<file path="config.mk">
export PLATFORM = sky130hd
export DESIGN_NAME = ulm_link
export DESIGN_NICKNAME = d
export VERILOG_FILES = /design/src/ulm_link.v
export VERILOG_INCLUDE_DIRS = /design/src /design/src/src
export SDC_FILE = /design/constraint.sdc
export NUM_CORES = 1
export LEC_CHECK = 0
export ABC_CLOCK_PERIOD_IN_PS = 6100
export BUFFER_PORTS_ARGS = -buffer_cell sky130_fd_sc_hd__buf_4
export CAP_MARGIN = 20
export CELL_PAD_IN_SITES_DETAIL_PLACEMENT = 1
export CELL_PAD_IN_SITES_GLOBAL_PLACEMENT = 2
export CORE_UTILIZATION = 37
export CTS_BUF_LIST = sky130_fd_sc_hd__clkbuf_8 sky130_fd_sc_hd__clkbuf_16
export CTS_CLUSTER_SIZE = 8
export DETAILED_ROUTE_END_ITERATION = 8
export PLACE_DENSITY = 0.95
export SETUP_SLACK_MARGIN = 0.5
export SYNTH_ARGS = -nofsm -noshare
export SYNTH_HDL_FRONTEND = slang
export SYNTH_SLANG_ARGS = --single-unit
</file>
<file path="constraint.sdc">
create_clock -name ref_clk -period 6.1 [get_ports ref_clk]
set_input_delay 0 -clock ref_clk [delete_from_list [all_inputs] [get_ports ref_clk]]
set_output_delay 0 -clock ref_clk [all_outputs]
set_load 0.1 [all_outputs]
</file>
<file path="src/ulm_consts.vh">
`ifndef ULM_CONSTS_VH
`define ULM_CONSTS_VH
// avalon word offsets (byte address = 4 * index)
`define ULM_IDX_CTRL 2'h0
`define ULM_IDX_CMD 2'h1
`define ULM_IDX_STATUS 2'h2
`define ULM_IDX_RXCMD 2'h3
// ctrl register fields
`define ULM_CTRL_KEEP_CLK 0
`define ULM_CTRL_XTAL_STOP 1
`define ULM_CTRL_TXEN 4
`define ULM_CTRL_TXDAT 5
`define ULM_CTRL_TXSE0 6
`define ULM_CTRL_RESET 7'h00
// command codes
`define ULM_CMD_NONE 3'h0
`define ULM_CMD_LOW_POWER 3'h1
`define ULM_CMD_SIX_PIN 3'h2
`define ULM_CMD_THREE_PIN 3'h3
`define ULM_CMD_EXIT 3'h4
// mode codes
`define ULM_MODE_SYNC 2'h0
`define ULM_MODE_LOW_POWER 2'h1
`define ULM_MODE_SIX_PIN 2'h2
`define ULM_MODE_THREE_PIN 2'h3
// ulpi transmit command and device register addresses
`define ULM_TXCMD_REGWR 2'h2
`define ULM_ADDR_FUNCTION_CONTROL_REG_CLR 6'h06
`define ULM_ADDR_INTERFACE_CONTROL_REG_SET 6'h08
`define ULM_FUNC_LOW_POWER_N_BIT 6
`define ULM_INTF_SIX_PIN_BIT 0
`define ULM_INTF_THREE_PIN_BIT 1
`define ULM_INTF_KEEP_CLK_BIT 3
// timing
`define ULM_CLK_PERIOD_NS 4
`define ULM_XTAL_START_NS 1000
`define ULM_XTAL_START_CYC ((`ULM_XTAL_START_NS + `ULM_CLK_PERIOD_NS - 1) / `ULM_CLK_PERIOD_NS)
`define ULM_POST_WAIT_NS 1024
`define ULM_POST_WAIT_CYC (`ULM_POST_WAIT_NS / `ULM_CLK_PERIOD_NS)
`endif

</file>
<file path="src/ulm_link.v">
// Added by the designer: the register addresses and the Avalon-MM slave port.
`timescale 1ns/1ps
`include "ulm_consts.vh"

// Overview of operation
// RQ1: clear low-power-n bit to enter low power
// RQ2: hold stop to leave low power
// RQ3: restart crystal clock before asserting stop
// RQ4: capture receive command sent after exit
// RQ5: low power: pins 0,1 show line state
// RQ6: pin 3 is interrupt in alternate modes
// RQ7: low power: pins 2, 7..4 device-driven low
// RQ8: set six-pin bit to enter six-pin mode
// RQ9: hold stop to leave six-pin mode
// RQ10: set keep-clock bit before serial mode
// RQ11: six-pin: link drives enable, data, se0
// RQ12: six-pin: pins 4..6 carry receive lines
// RQ13: set three-pin bit to enter three-pin mode
// RQ14: hold stop to leave three-pin mode
// RQ15: three-pin: pin 1 direction follows enable
// RQ16: three-pin: pin 2 direction follows enable
// RQ17: three-pin: pins 7..4 device-driven low
// RQ18: direction stays high in alternate modes
// RQ19: stop held high returns synchronous mode
// RQ20: next signal ignored in alternate modes
// RQ21: mode bits return inactive on exit
module ulm_link (
  input wire ref_clk,
  input wire rst_n,
  input wire [1:0] avs_address,
  input wire avs_read,
  input wire avs_write,
  input wire [31:0] avs_writedata,
  output reg [31:0] avs_readdata,
  output reg avs_waitrequest,
  input wire ulpi_dir,
  input wire ulpi_nxt,
  input wire [7:0] ulpi_data_in,
  output reg [7:0] ulpi_data_out,
  output reg [7:0] ulpi_data_oe,
  output reg ulpi_stp,
  output reg crystal_clk_en
);

  localparam [8:0] ST_IDLE = 9'h001;
  localparam [8:0] ST_TXCMD = 9'h002;
  localparam [8:0] ST_TXDATA = 9'h004;
  localparam [8:0] ST_TXSTP = 9'h008;
  localparam [8:0] ST_ENTER = 9'h010;
  localparam [8:0] ST_ALT = 9'h020;
  localparam [8:0] ST_XTAL = 9'h040;
  localparam [8:0] ST_STOP = 9'h080;
  localparam [8:0] ST_POST = 9'h100;
  localparam integer XTAL_CYC_W = `ULM_XTAL_START_CYC;
  localparam integer POST_CYC_W = `ULM_POST_WAIT_CYC;
  localparam [11:0] XTAL_CYC = XTAL_CYC_W[11:0];
  localparam [11:0] POST_CYC = POST_CYC_W[11:0];

  reg [8:0] state_ff, nxt_state;
  reg [6:0] ctrl_ff;
  reg [2:0] cmd_ff, nxt_cmd;
  reg [1:0] mode_ff, nxt_mode;
  reg [1:0] target_ff, nxt_target;
  reg [7:0] wr_addr_ff, nxt_wr_addr;
  reg [7:0] wr_data_ff, nxt_wr_data;
  reg [11:0] cnt_ff, nxt_cnt;
  reg dir_q_ff;
  reg [7:0] rxcmd_ff;
  reg rxcmd_valid_ff;
  reg [7:0] nxt_data_out, nxt_data_oe;
  reg nxt_stp, nxt_xtal;
  reg [31:0] nxt_readdata;
  wire bus_req;
  wire bus_ack;
  wire rxcmd_seen;
  wire busy;
  wire [7:0] pins;

  assign pins = ulpi_data_in;
  assign bus_req = avs_read | avs_write;
  assign bus_ack = bus_req & ~avs_waitrequest;
  assign busy = (state_ff != ST_IDLE) && (state_ff != ST_ALT);
  // receive command: direction high past turnaround, next low, sync mode only
  assign rxcmd_seen = ulpi_dir & dir_q_ff & ~ulpi_nxt &
    (mode_ff == `ULM_MODE_SYNC); // [RQ4] [RQ20]

  //////////////////////////////////////////////////////////////////////////////
  // avalon slave: one wait cycle, answer at the second edge
  always @(posedge ref_clk or negedge rst_n) begin
    if (!rst_n) begin
      avs_waitrequest <= 1'b1;
      avs_readdata <= 32'h00000000;
    end else begin
      if (bus_req && avs_waitrequest) begin
        avs_waitrequest <= 1'b0;
      end else begin
        avs_waitrequest <= 1'b1;
      end
      avs_readdata <= nxt_readdata;
    end
  end

  always @* begin
    nxt_readdata = avs_readdata;
    if (avs_read && avs_waitrequest) begin
      case (avs_address)
        `ULM_IDX_CTRL: nxt_readdata = {25'h0000000, ctrl_ff};
        `ULM_IDX_CMD: nxt_readdata = {29'h00000000, cmd_ff};
        `ULM_IDX_STATUS: nxt_readdata = {8'h00, pins, 3'h0, busy, mode_ff,
          crystal_clk_en, ulpi_dir, state_ff[7:0]};
        `ULM_IDX_RXCMD: nxt_readdata = {23'h000000, rxcmd_valid_ff, rxcmd_ff};
        default: nxt_readdata = 32'h00000000;
      endcase
    end
  end

  always @(posedge ref_clk or negedge rst_n) begin
    if (!rst_n) begin
      ctrl_ff <= `ULM_CTRL_RESET;
      rxcmd_ff <= 8'h00;
      rxcmd_valid_ff <= 1'b0;
      dir_q_ff <= 1'b0;
    end else begin
      dir_q_ff <= ulpi_dir;
      if (avs_write && bus_ack && avs_address == `ULM_IDX_CTRL) begin
        ctrl_ff <= avs_writedata[6:0];
      end
      if (rxcmd_seen) begin
        rxcmd_ff <= pins; // [RQ4]
        rxcmd_valid_ff <= 1'b1;
      end else if (avs_write && bus_ack && avs_address == `ULM_IDX_RXCMD) begin
        rxcmd_valid_ff <= 1'b0;
      end
    end
  end

  //////////////////////////////////////////////////////////////////////////////
  // mode sequencer
  always @(posedge ref_clk or negedge rst_n) begin
    if (!rst_n) begin
      state_ff <= ST_IDLE;
      cmd_ff <= `ULM_CMD_NONE;
      mode_ff <= `ULM_MODE_SYNC;
      target_ff <= `ULM_MODE_SYNC;
      wr_addr_ff <= 8'h00;
      wr_data_ff <= 8'h00;
      cnt_ff <= 12'h000;
      ulpi_data_out <= 8'h00;
      ulpi_data_oe <= 8'h00;
      ulpi_stp <= 1'b0;
      crystal_clk_en <= 1'b1;
    end else begin
      state_ff <= nxt_state;
      cmd_ff <= nxt_cmd;
      mode_ff <= nxt_mode;
      target_ff <= nxt_target;
      wr_addr_ff <= nxt_wr_addr;
      wr_data_ff <= nxt_wr_data;
      cnt_ff <= nxt_cnt;
      ulpi_data_out <= nxt_data_out;
      ulpi_data_oe <= nxt_data_oe;
      ulpi_stp <= nxt_stp;
      crystal_clk_en <= nxt_xtal;
    end
  end

  always @* begin
    nxt_state = state_ff;
    nxt_cmd = cmd_ff;
    nxt_mode = mode_ff;
    nxt_target = target_ff;
    nxt_wr_addr = wr_addr_ff;
    nxt_wr_data = wr_data_ff;
    nxt_cnt = cnt_ff;
    nxt_data_out = 8'h00;
    nxt_data_oe = 8'h00;
    nxt_stp = 1'b0;
    nxt_xtal = crystal_clk_en;
    if (avs_write && bus_ack && avs_address == `ULM_IDX_CMD &&
        cmd_ff == `ULM_CMD_NONE) begin
      nxt_cmd = avs_writedata[2:0];
    end
    case (state_ff)
      ST_IDLE: begin
        nxt_data_oe = ulpi_dir ? 8'h00 : 8'hff;
        if (!ulpi_dir && !dir_q_ff) begin
          case (cmd_ff)
            `ULM_CMD_LOW_POWER: begin
              nxt_wr_addr = {`ULM_TXCMD_REGWR, `ULM_ADDR_FUNCTION_CONTROL_REG_CLR};
              nxt_wr_data = 8'h01 << `ULM_FUNC_LOW_POWER_N_BIT; // [RQ1]
              nxt_target = `ULM_MODE_LOW_POWER;
              nxt_state = ST_TXCMD;
            end
            `ULM_CMD_SIX_PIN: begin
              nxt_wr_addr = {`ULM_TXCMD_REGWR, `ULM_ADDR_INTERFACE_CONTROL_REG_SET};
              nxt_wr_data = (8'h01 << `ULM_INTF_SIX_PIN_BIT) |
                ({7'h00, ctrl_ff[`ULM_CTRL_KEEP_CLK]} << `ULM_INTF_KEEP_CLK_BIT); // [RQ8] [RQ10]
              nxt_target = `ULM_MODE_SIX_PIN;
              nxt_state = ST_TXCMD;
            end
            `ULM_CMD_THREE_PIN: begin
              nxt_wr_addr = {`ULM_TXCMD_REGWR, `ULM_ADDR_INTERFACE_CONTROL_REG_SET};
              nxt_wr_data = (8'h01 << `ULM_INTF_THREE_PIN_BIT) |
                ({7'h00, ctrl_ff[`ULM_CTRL_KEEP_CLK]} << `ULM_INTF_KEEP_CLK_BIT); // [RQ13] [RQ10]
              nxt_target = `ULM_MODE_THREE_PIN;
              nxt_state = ST_TXCMD;
            end
            `ULM_CMD_NONE: nxt_state = ST_IDLE;
            default: nxt_cmd = `ULM_CMD_NONE;
          endcase
          if (nxt_state == ST_TXCMD) begin
            nxt_data_out = nxt_wr_addr;
            nxt_cmd = `ULM_CMD_NONE;
          end
        end
      end
      ST_TXCMD: begin
        nxt_data_oe = 8'hff;
        nxt_data_out = wr_addr_ff;
        if (ulpi_dir) begin
          nxt_data_oe = 8'h00;
          nxt_state = ST_IDLE;
          nxt_cmd = target_ff == `ULM_MODE_LOW_POWER ? `ULM_CMD_LOW_POWER :
            (target_ff == `ULM_MODE_SIX_PIN ? `ULM_CMD_SIX_PIN : `ULM_CMD_THREE_PIN);
        end else if (ulpi_nxt) begin
          nxt_data_out = wr_data_ff;
          nxt_state = ST_TXDATA;
        end
      end
      ST_TXDATA: begin
        nxt_data_oe = 8'hff;
        nxt_data_out = wr_data_ff;
        if (ulpi_nxt) begin
          nxt_data_out = 8'h00;
          nxt_stp = 1'b1;
          nxt_state = ST_TXSTP;
        end
      end
      ST_TXSTP: begin
        nxt_cnt = POST_CYC;
        nxt_state = ST_ENTER;
      end
      ST_ENTER: begin
        nxt_cnt = cnt_ff - 12'h001;
        if (ulpi_dir) begin
          nxt_mode = target_ff;
          nxt_state = ST_ALT;
          if (target_ff == `ULM_MODE_LOW_POWER && ctrl_ff[`ULM_CTRL_XTAL_STOP]) begin
            nxt_xtal = 1'b0; // [RQ3]
          end
        end else if (cnt_ff == 12'h000) begin
          nxt_state = ST_IDLE;
        end
      end
      ST_ALT: begin
        // pins 3..7 and low-power pins all belong to the device
        case (mode_ff)
          `ULM_MODE_SIX_PIN: begin
            nxt_data_oe = 8'h07; // [RQ11] [RQ12]
            nxt_data_out = {5'h00, ctrl_ff[`ULM_CTRL_TXSE0], ctrl_ff[`ULM_CTRL_TXDAT],
              ctrl_ff[`ULM_CTRL_TXEN]};
          end
          `ULM_MODE_THREE_PIN: begin
            nxt_data_oe = {5'h00, {2{ctrl_ff[`ULM_CTRL_TXEN]}}, 1'b1}; // [RQ15] [RQ16] [RQ17]
            nxt_data_out = {5'h00, ctrl_ff[`ULM_CTRL_TXSE0], ctrl_ff[`ULM_CTRL_TXDAT],
              ctrl_ff[`ULM_CTRL_TXEN]};
          end
          default: nxt_data_oe = 8'h00; // [RQ5] [RQ6] [RQ7]
        endcase
        if (cmd_ff == `ULM_CMD_EXIT) begin
          nxt_cmd = `ULM_CMD_NONE;
          nxt_data_oe = 8'h00;
          if (!crystal_clk_en) begin
            nxt_xtal = 1'b1; // [RQ3]
            nxt_cnt = XTAL_CYC;
            nxt_state = ST_XTAL;
          end else begin
            nxt_stp = 1'b1;
            nxt_state = ST_STOP;
          end
        end else if (cmd_ff != `ULM_CMD_NONE) begin
          nxt_cmd = `ULM_CMD_NONE;
        end else if (!ulpi_dir) begin
          nxt_mode = `ULM_MODE_SYNC; // [RQ18] [RQ21]
          nxt_state = ST_IDLE;
        end
      end
      ST_XTAL: begin
        nxt_cnt = cnt_ff - 12'h001;
        if (cnt_ff <= 12'h001) begin
          nxt_stp = 1'b1; // [RQ3]
          nxt_state = ST_STOP;
        end
      end
      ST_STOP: begin
        nxt_stp = 1'b1; // [RQ2] [RQ9] [RQ14] [RQ19]
        if (!ulpi_dir) begin
          nxt_stp = 1'b0;
          nxt_mode = `ULM_MODE_SYNC; // [RQ21]
          nxt_cnt = POST_CYC;
          nxt_state = ST_POST;
        end
      end
      ST_POST: begin
        nxt_cnt = cnt_ff - 12'h001;
        if (rxcmd_seen || cnt_ff == 12'h000) begin
          nxt_state = ST_IDLE; // [RQ4]
        end
      end
      default: nxt_state = ST_IDLE;
    endcase
  end

endmodule

</file>
# Word level (Yosys, flattened, before mapping)
# Cells that the tools add are included.
totals:
  register_bits: 112
  input_bits: 48
  output_inout_bits: 51
  wordCells: 163
op_classes:
  n_addsub: 1
  order_cmp: 1
  n_eq_ne: 38
  n_mux: 64
  bitwise: 7
  reduce_logical: 35
op_table:
  columns: ["operator", "count"]
  rows:
  - ["case mux 32 bit (4 select lines)", 1]
  - ["two-way mux 9 bit", 14]
  - ["case mux 9 bit (9 select lines)", 1]
  - ["two-way mux 8 bit", 8]
  - ["case mux 12 bit (4 select lines)", 1]
  - ["case mux 8 bit (3 select lines)", 2]
  - ["two-way mux 12 bit", 3]
  - ["case mux 8 bit (4 select lines)", 1]
  - ["two-way mux 3 bit", 8]
  - ["inequality test 2 bit (second input constant)", 11]
  - ["equality test 9 x 2 -> 1 bit (second input constant)", 2]
  - ["case mux 9 bit (2 select lines)", 1]
  - ["case mux 8 bit (2 select lines)", 1]
  - ["<= comparator 12 x 1 -> 1 bit (second input constant)", 1]
  - ["logical NOT 12 bit", 1]
  - ["two-way mux 1 bit", 12]
  - ["inequality test 3 bit (second input constant)", 4]
  - ["case mux 2 bit (3 select lines)", 2]
  - ["AND reduction 4 bit", 3]
  - ["subtractor 12 x 1 -> 12 bit (second input constant)", 1]
  - ["equality test 2 bit (second input constant)", 5]
  - ["logical AND 1 bit", 10]
  - ["two-way mux 2 bit", 5]
  - ["equality test 9 x 1 -> 1 bit (second input constant)", 1]
  - ["33 further kinds", 47]

# Longest topological paths before layout
depth:
  depth_word: 10
  depth_mapped: 9
  ltp_nobuf: 6

# Worst setup path before layout
# Ideal clock, no wire load.
synth_path:
  kind: "reg-to-reg"
  startpoint: "register state_ff[0]"
  endpoint: "register cnt_ff[1]"
  setup_ns: 0.125
  arrival_ns: 2.181
  required_time_ns: 5.975
  path_slack_ns: 3.794
  stages_incl_launch_ff: 8
  path_buffers: 2
  synth_period_minus_slack_ns: 2.306
  path_cell_list: "dfstp_2 > buf_6 > or4_1 > buf_2 > or3_4 > o21bai_2 > o21ai_2 > mux2_2"
synth_via:
  elab_chain_cells: 4
  word_cells_on_any_way: 13
  classes_between: "eq/ne (9); mux (1); reduce/logical (3)"
synth_rtl:
  columns: ["item", "line", "rtl"]
  rows:
  - ["from (decl)", "ulm_link.v:59", "reg [8:0] state_ff, nxt_state;"]
  - ["from (signal assigned)", "ulm_link.v:153", "state_ff <= nxt_state;"]
  - ["equality test 9 bit (tied with other cells)", "ulm_link.v:183", "case (state_ff)"]
  - ["OR reduction 3 bit (no line)", null, null]
  - ["nonzero test 4 bit (no line)", null, null]
  - ["AND reduction 4 bit (no line)", null, null]
  - ["to (signal assigned)", "ulm_link.v:159", "cnt_ff <= nxt_cnt;"]
  - ["to (decl)", "ulm_link.v:66", "reg [11:0] cnt_ff, nxt_cnt;"]
# Parallel ways exist; a longest one is shown, timed or not.
# A chain may end at the register's enable or synchronous reset.

# Final worst setup path
layout_path:
  startpoint: "register state_ff[4]"
  endpoint: "register cnt_ff[0]"
# The elaborated chain is that of the path after synthesis.

==> reports/metrics.sh <==
STATUS='finished clean'
WORSTREG2REGSTART='state_ff[4]'
IR_WORST_VDD_mV=0.195
TIMING.CLOCK.SKEW_NS=0.00931
MIN-DELAY-PATH-CLASS='in -> async'
SYNTH.LARGEST_AREA_CELL='dfrtp_1'
POWER.STATIC_LEAKAGE_uW=0.00260
ROUTE.DETAILED.DRC=0
H-TREE-DEPTH=3
SYN_AREA_PER_CELL_UM2=10.6
FINALMAXSLEWVIOLATIONS=0
REG2REGPATHDEPTH=5
DETAIL_ROUTE.WIRELENGTH_UM=12800
IOS=99
START_UTIL_PCT=38.2
NUM-NETS-FINAL=550
CLK_LATENCY_NS=0.35
GLOBAL_ROUTE.USAGE.TOTAL_PCT=21.0
GRT_OVERFLOW=0
CRIT_PATH_START_KIND='register'
DIE_AREA_UM2=13000
NUMBER_OF_ANTENNA_VIOLATIONS_AT_THE_FIRST_CHECK_IN_GLOBAL_ROUTING=0
DPL.CELL_COUNT=635
BUFFER_PORTS.INSERTED=62
FINALHOLDVIOLCOUNT=0
TIMING.FMAX_MHz=325
SYNTH_SIMPLE_GATE_AREA_SHARE_PCT=15.8
TYPE_OF_THE_WORST_SETUP_PATH='reg -> reg'
MAX-CAP-VIOLATIONS=0
SYNTH_TOP_FAMILY_BY_AREA='compound AO/OA/AOI/OAI gates'
REGTOREGSETUPSLACK_NS=3.03
ROUTED_WIRE_LENGTH_PER_INSTANCE_UM=19.0
CTS-BUFFERS-INSERTED=9
GRT_START_MAX_NET_PINS=81
FIN_TNS_SETUP_NS=0
FIRST_GLOBAL_VIAS=3942
SYNTHFLOPTYPE='dfrtp_1'
DIE_W_UM=114
VIAS=3787
FIRST_PASS_GRT_WIRE_LENGTH_UM=21100
POWER-PER-CELL-AREA_nW_PER_UM2=436
SYNTH.YOSYS.SEQ_AREA_SHARE_PCT=49.8
MUXSHAREOFSYNTHAREA_PCT=8.08
CTS.REPAIR_TIMING.SETUP_BUFFER_COUNT=0
ENDPOINT_KIND='register'
SYN-INSTANCE-COUNT=435
DETAILED_PLACE_HPWL_UM=9000
FP.DIEH_UM=114
YS_TYPES=68
ADDER_AND_MAJORITY_GATE_PORTION_OF_THE_SYNTHESIZED_AREA_PCT=0.811
LAYOUT-DRIVE-GT1-SHARE_PCT=23.8
WORST_SLEW_PIN_TRAN_NS=1.11
POST_CTS.RESIZED_INSTANCES=0
SYNTH_ENABLE_FLOP_CELLS=0
FINALCRITICALPERIOD_NS=3.07
CLK_ROOT_BUFFER_CELL='clkbuf_16'
WEIGHTED_CONGESTION_REPORTED_AT_THE_END_OF_ROUTABILITY_DRIVEN_PLACEMENT=0.842
FP-ROW-COUNT=40
UNREPAIRED_SETUP_ENDPOINTS_AFTER_GLOBAL_ROUTING='no'
SLEW_HEADROOM_PCT=25.3
DETAIL_ROUTE.FIRST_PASS.ITERATIONS=4
NUM_ANTENNA_CELLS=0
TRITONCTS_CLOCK_TREE='built'
FLOW.AREA_GROWTH_FROM_SYNTHESIS_PCT=22.1
YS_TOP_CELLS_BY_AREA='dfrtp_1 48%, mux2_2 5.1%, a22o_1 3.4%, o21ai_0 2.9%, nor2_1 2.7%'
CRIT_PATH_END='cnt_ff[0]'
CLK_TRANSITION_REPORTED_PATHS_NS=0.07
CP_DATA_ARRIVAL_TIME_NS=3.30
FINAL_STD_CELLS_W_O_FILL=672
POSTSYNTHREGISTERBITS=92
VIA_PER_INST=5.64
WORSTREG2REGEND='cnt_ff[0]'
WORST_SETUP_PATH_STARTPOINT='state_ff[4]'
FINAL_ANTENNA_NET_COUNT=0
TIMING.FINAL.SETUP_VIOLATIONS=0
NETLIST.AREA_LEADER.SHARE_PCT=48.1
CRITICAL_PATH_REQUIRED_NS=6.33
CLOCK_SINK_COUNT=92
SHARE_OF_THE_SYNTHESIZED_NETLIST_AREA_TAKEN_BY_XOR_AND_XNOR_GATES_PCT=0.757
POST-ROUTE-PERIOD-UTIL_PCT=50.4
POSTSYNTH.ASYNCRESETSHARE_PCT=100
CLK_PATH_BUF_DEPTH=2
SYN_AREA_UM2=4630
DETAIL_ROUTE.ITER0.VIOLATIONS=301
WORST-PATH-MAX-FANOUT=15
SYNTH-COMPOUND-AREA-SHARE_PCT=18.4
YOSYSWARNINGS=0
CORE_AREA_UM2=12100
-- flip-flops by register name, summed over array words and instances, names as in the netlist --
register         count
avs_readdata        21
avs_waitrequest      1
cmd_ff               3
cnt_ff              12
crystal_clk_en       1
ctrl_ff              7
dir_q_ff             1
mode_ff              2
rxcmd_ff             8
rxcmd_valid_ff       1
state_ff             9
target_ff            2
ulpi_data_oe         3
ulpi_data_out        8
ulpi_stp             1
wr_addr_ff           8
wr_data_ff           4
-- critical path, cell delays in order, from the launching register on --
cell,delay (ns)
dfrtp_1,0.54
nor4_2,0.49
nand2_1,0.26
nor4_2,0.95
o21ai_2,0.35
mux2_2,0.36
-- cell families (layout without fill, tap and decap cells) --
kind of cell             after synthesis  in the layout
AND/OR/NAND/NOR                      132            132
AO/OA/AOI/OAI                        117            117
flip-flops                            92             92
buffers and inverters                 55            114
multiplexers                          31             31
XOR/XNOR                               4              4
adder cells (fa/ha/maj)                3              3
other                                  1             11
-- cell usage in the layout, fill, tap and decap left out, types with 5 or more instances in the layout --
cell / count
nor4_1: 9
a21oi_1: 11
dfrtp_1: 89
a21o_1: 5
dlygate4sd3_1: 20
conb_1: 11
o2bb2ai_1: 5
clkbuf_16: 9
nand2_1: 23
buf_4: 64
a22o_1: 18
o221ai_1: 8
mux2_2: 21
nor2b_1: 5
inv_1: 13
o21ai_0: 27
nor2_1: 33
and2_1: 7
nand3_1: 7
mux2i_1: 7
nor3b_1: 5
nor3_1: 11
-- final cells by class --
cell class / count / area [um2]
repair buffers: 85 / 708
well taps: 168 / 210
inverters: 13 / 48.8
fillers: 1338 / 6460
clock inverters: 6 / 71.3
flip-flops and latches: 92 / 2310
multi-input cells: 298 / 2070
clock buffers: 10 / 239
-- per-stage QoR --
step | worst slack [ns] | power, uW | area, um2 | hold slack, ns | utilization, %
6_report | 3.03 | 2470 | 5650 | 0.0344 | 46.7
3_3_place_gp | 3.19 | 1830 | 5110 | -0.139 | 42.2
2_1_floorplan | 3.79 | 1640 | 4670 | -0.296 | -
4_1_cts | 3.05 | 2470 | 5630 | 0.0407 | 46.4
3_5_place_dp | 3.03 | 1870 | 5110 | -0.136 | 42.2
5_1_grt | 2.84 | 2570 | 5650 | 0.0500 | 46.7
-- worst min-delay path by stage --
stage / startpoint / end / slack, ns
6_report: rst_n / cnt_ff[9] / 0.03
5_1_grt: rst_n / cnt_ff[9] / 0.05
4_1_cts: rst_n / cnt_ff[9] / 0.04
3_5_place_dp: rst_n / cnt_ff[9] / -0.14
3_3_place_gp: rst_n / cnt_ff[9] / -0.14
2_1_floorplan: rst_n / avs_readdata[0] / -0.30
-- per-layer routing --
layer	share of wire [%]	routed length (um)	track usage, %
met5	0	0	0
met4	2.1	269	7.79
met3	4.9	626	2.71
met2	49	6300	34.8
met1	44	5580	28.4
-- power breakdown --
part	internal [uW]	switching (uW)
Clock	333	252
Combinational	282	707
Sequential	755	137
-- cell usage after synthesis (4+ instances only) --
library cell,instances
dfrtp_1,89
nor2_1,33
mux2i_1,7
clkbuf_1,22
nor4_1,9
a21oi_1,11
nor4b_1,4
o211ai_1,4
nand3_1,7
nand2b_1,4
buf_4,16
a21o_1,5
nor3b_1,5
inv_1,13
and2_1,7
o221ai_1,8
a22o_1,18
a31oi_1,4
or4_1,4
o21ai_0,27
nor3_1,11
nand2_1,23
o2bb2ai_1,5
xor2_1,4
nor2b_1,5
mux2_2,21
-- timing repair --
item,in CTS,in global routing
hold endpoints to repair,41,0
setup endpoints to repair,0,0
hold buffers,20,0
(Power assumes the default switching activity.)
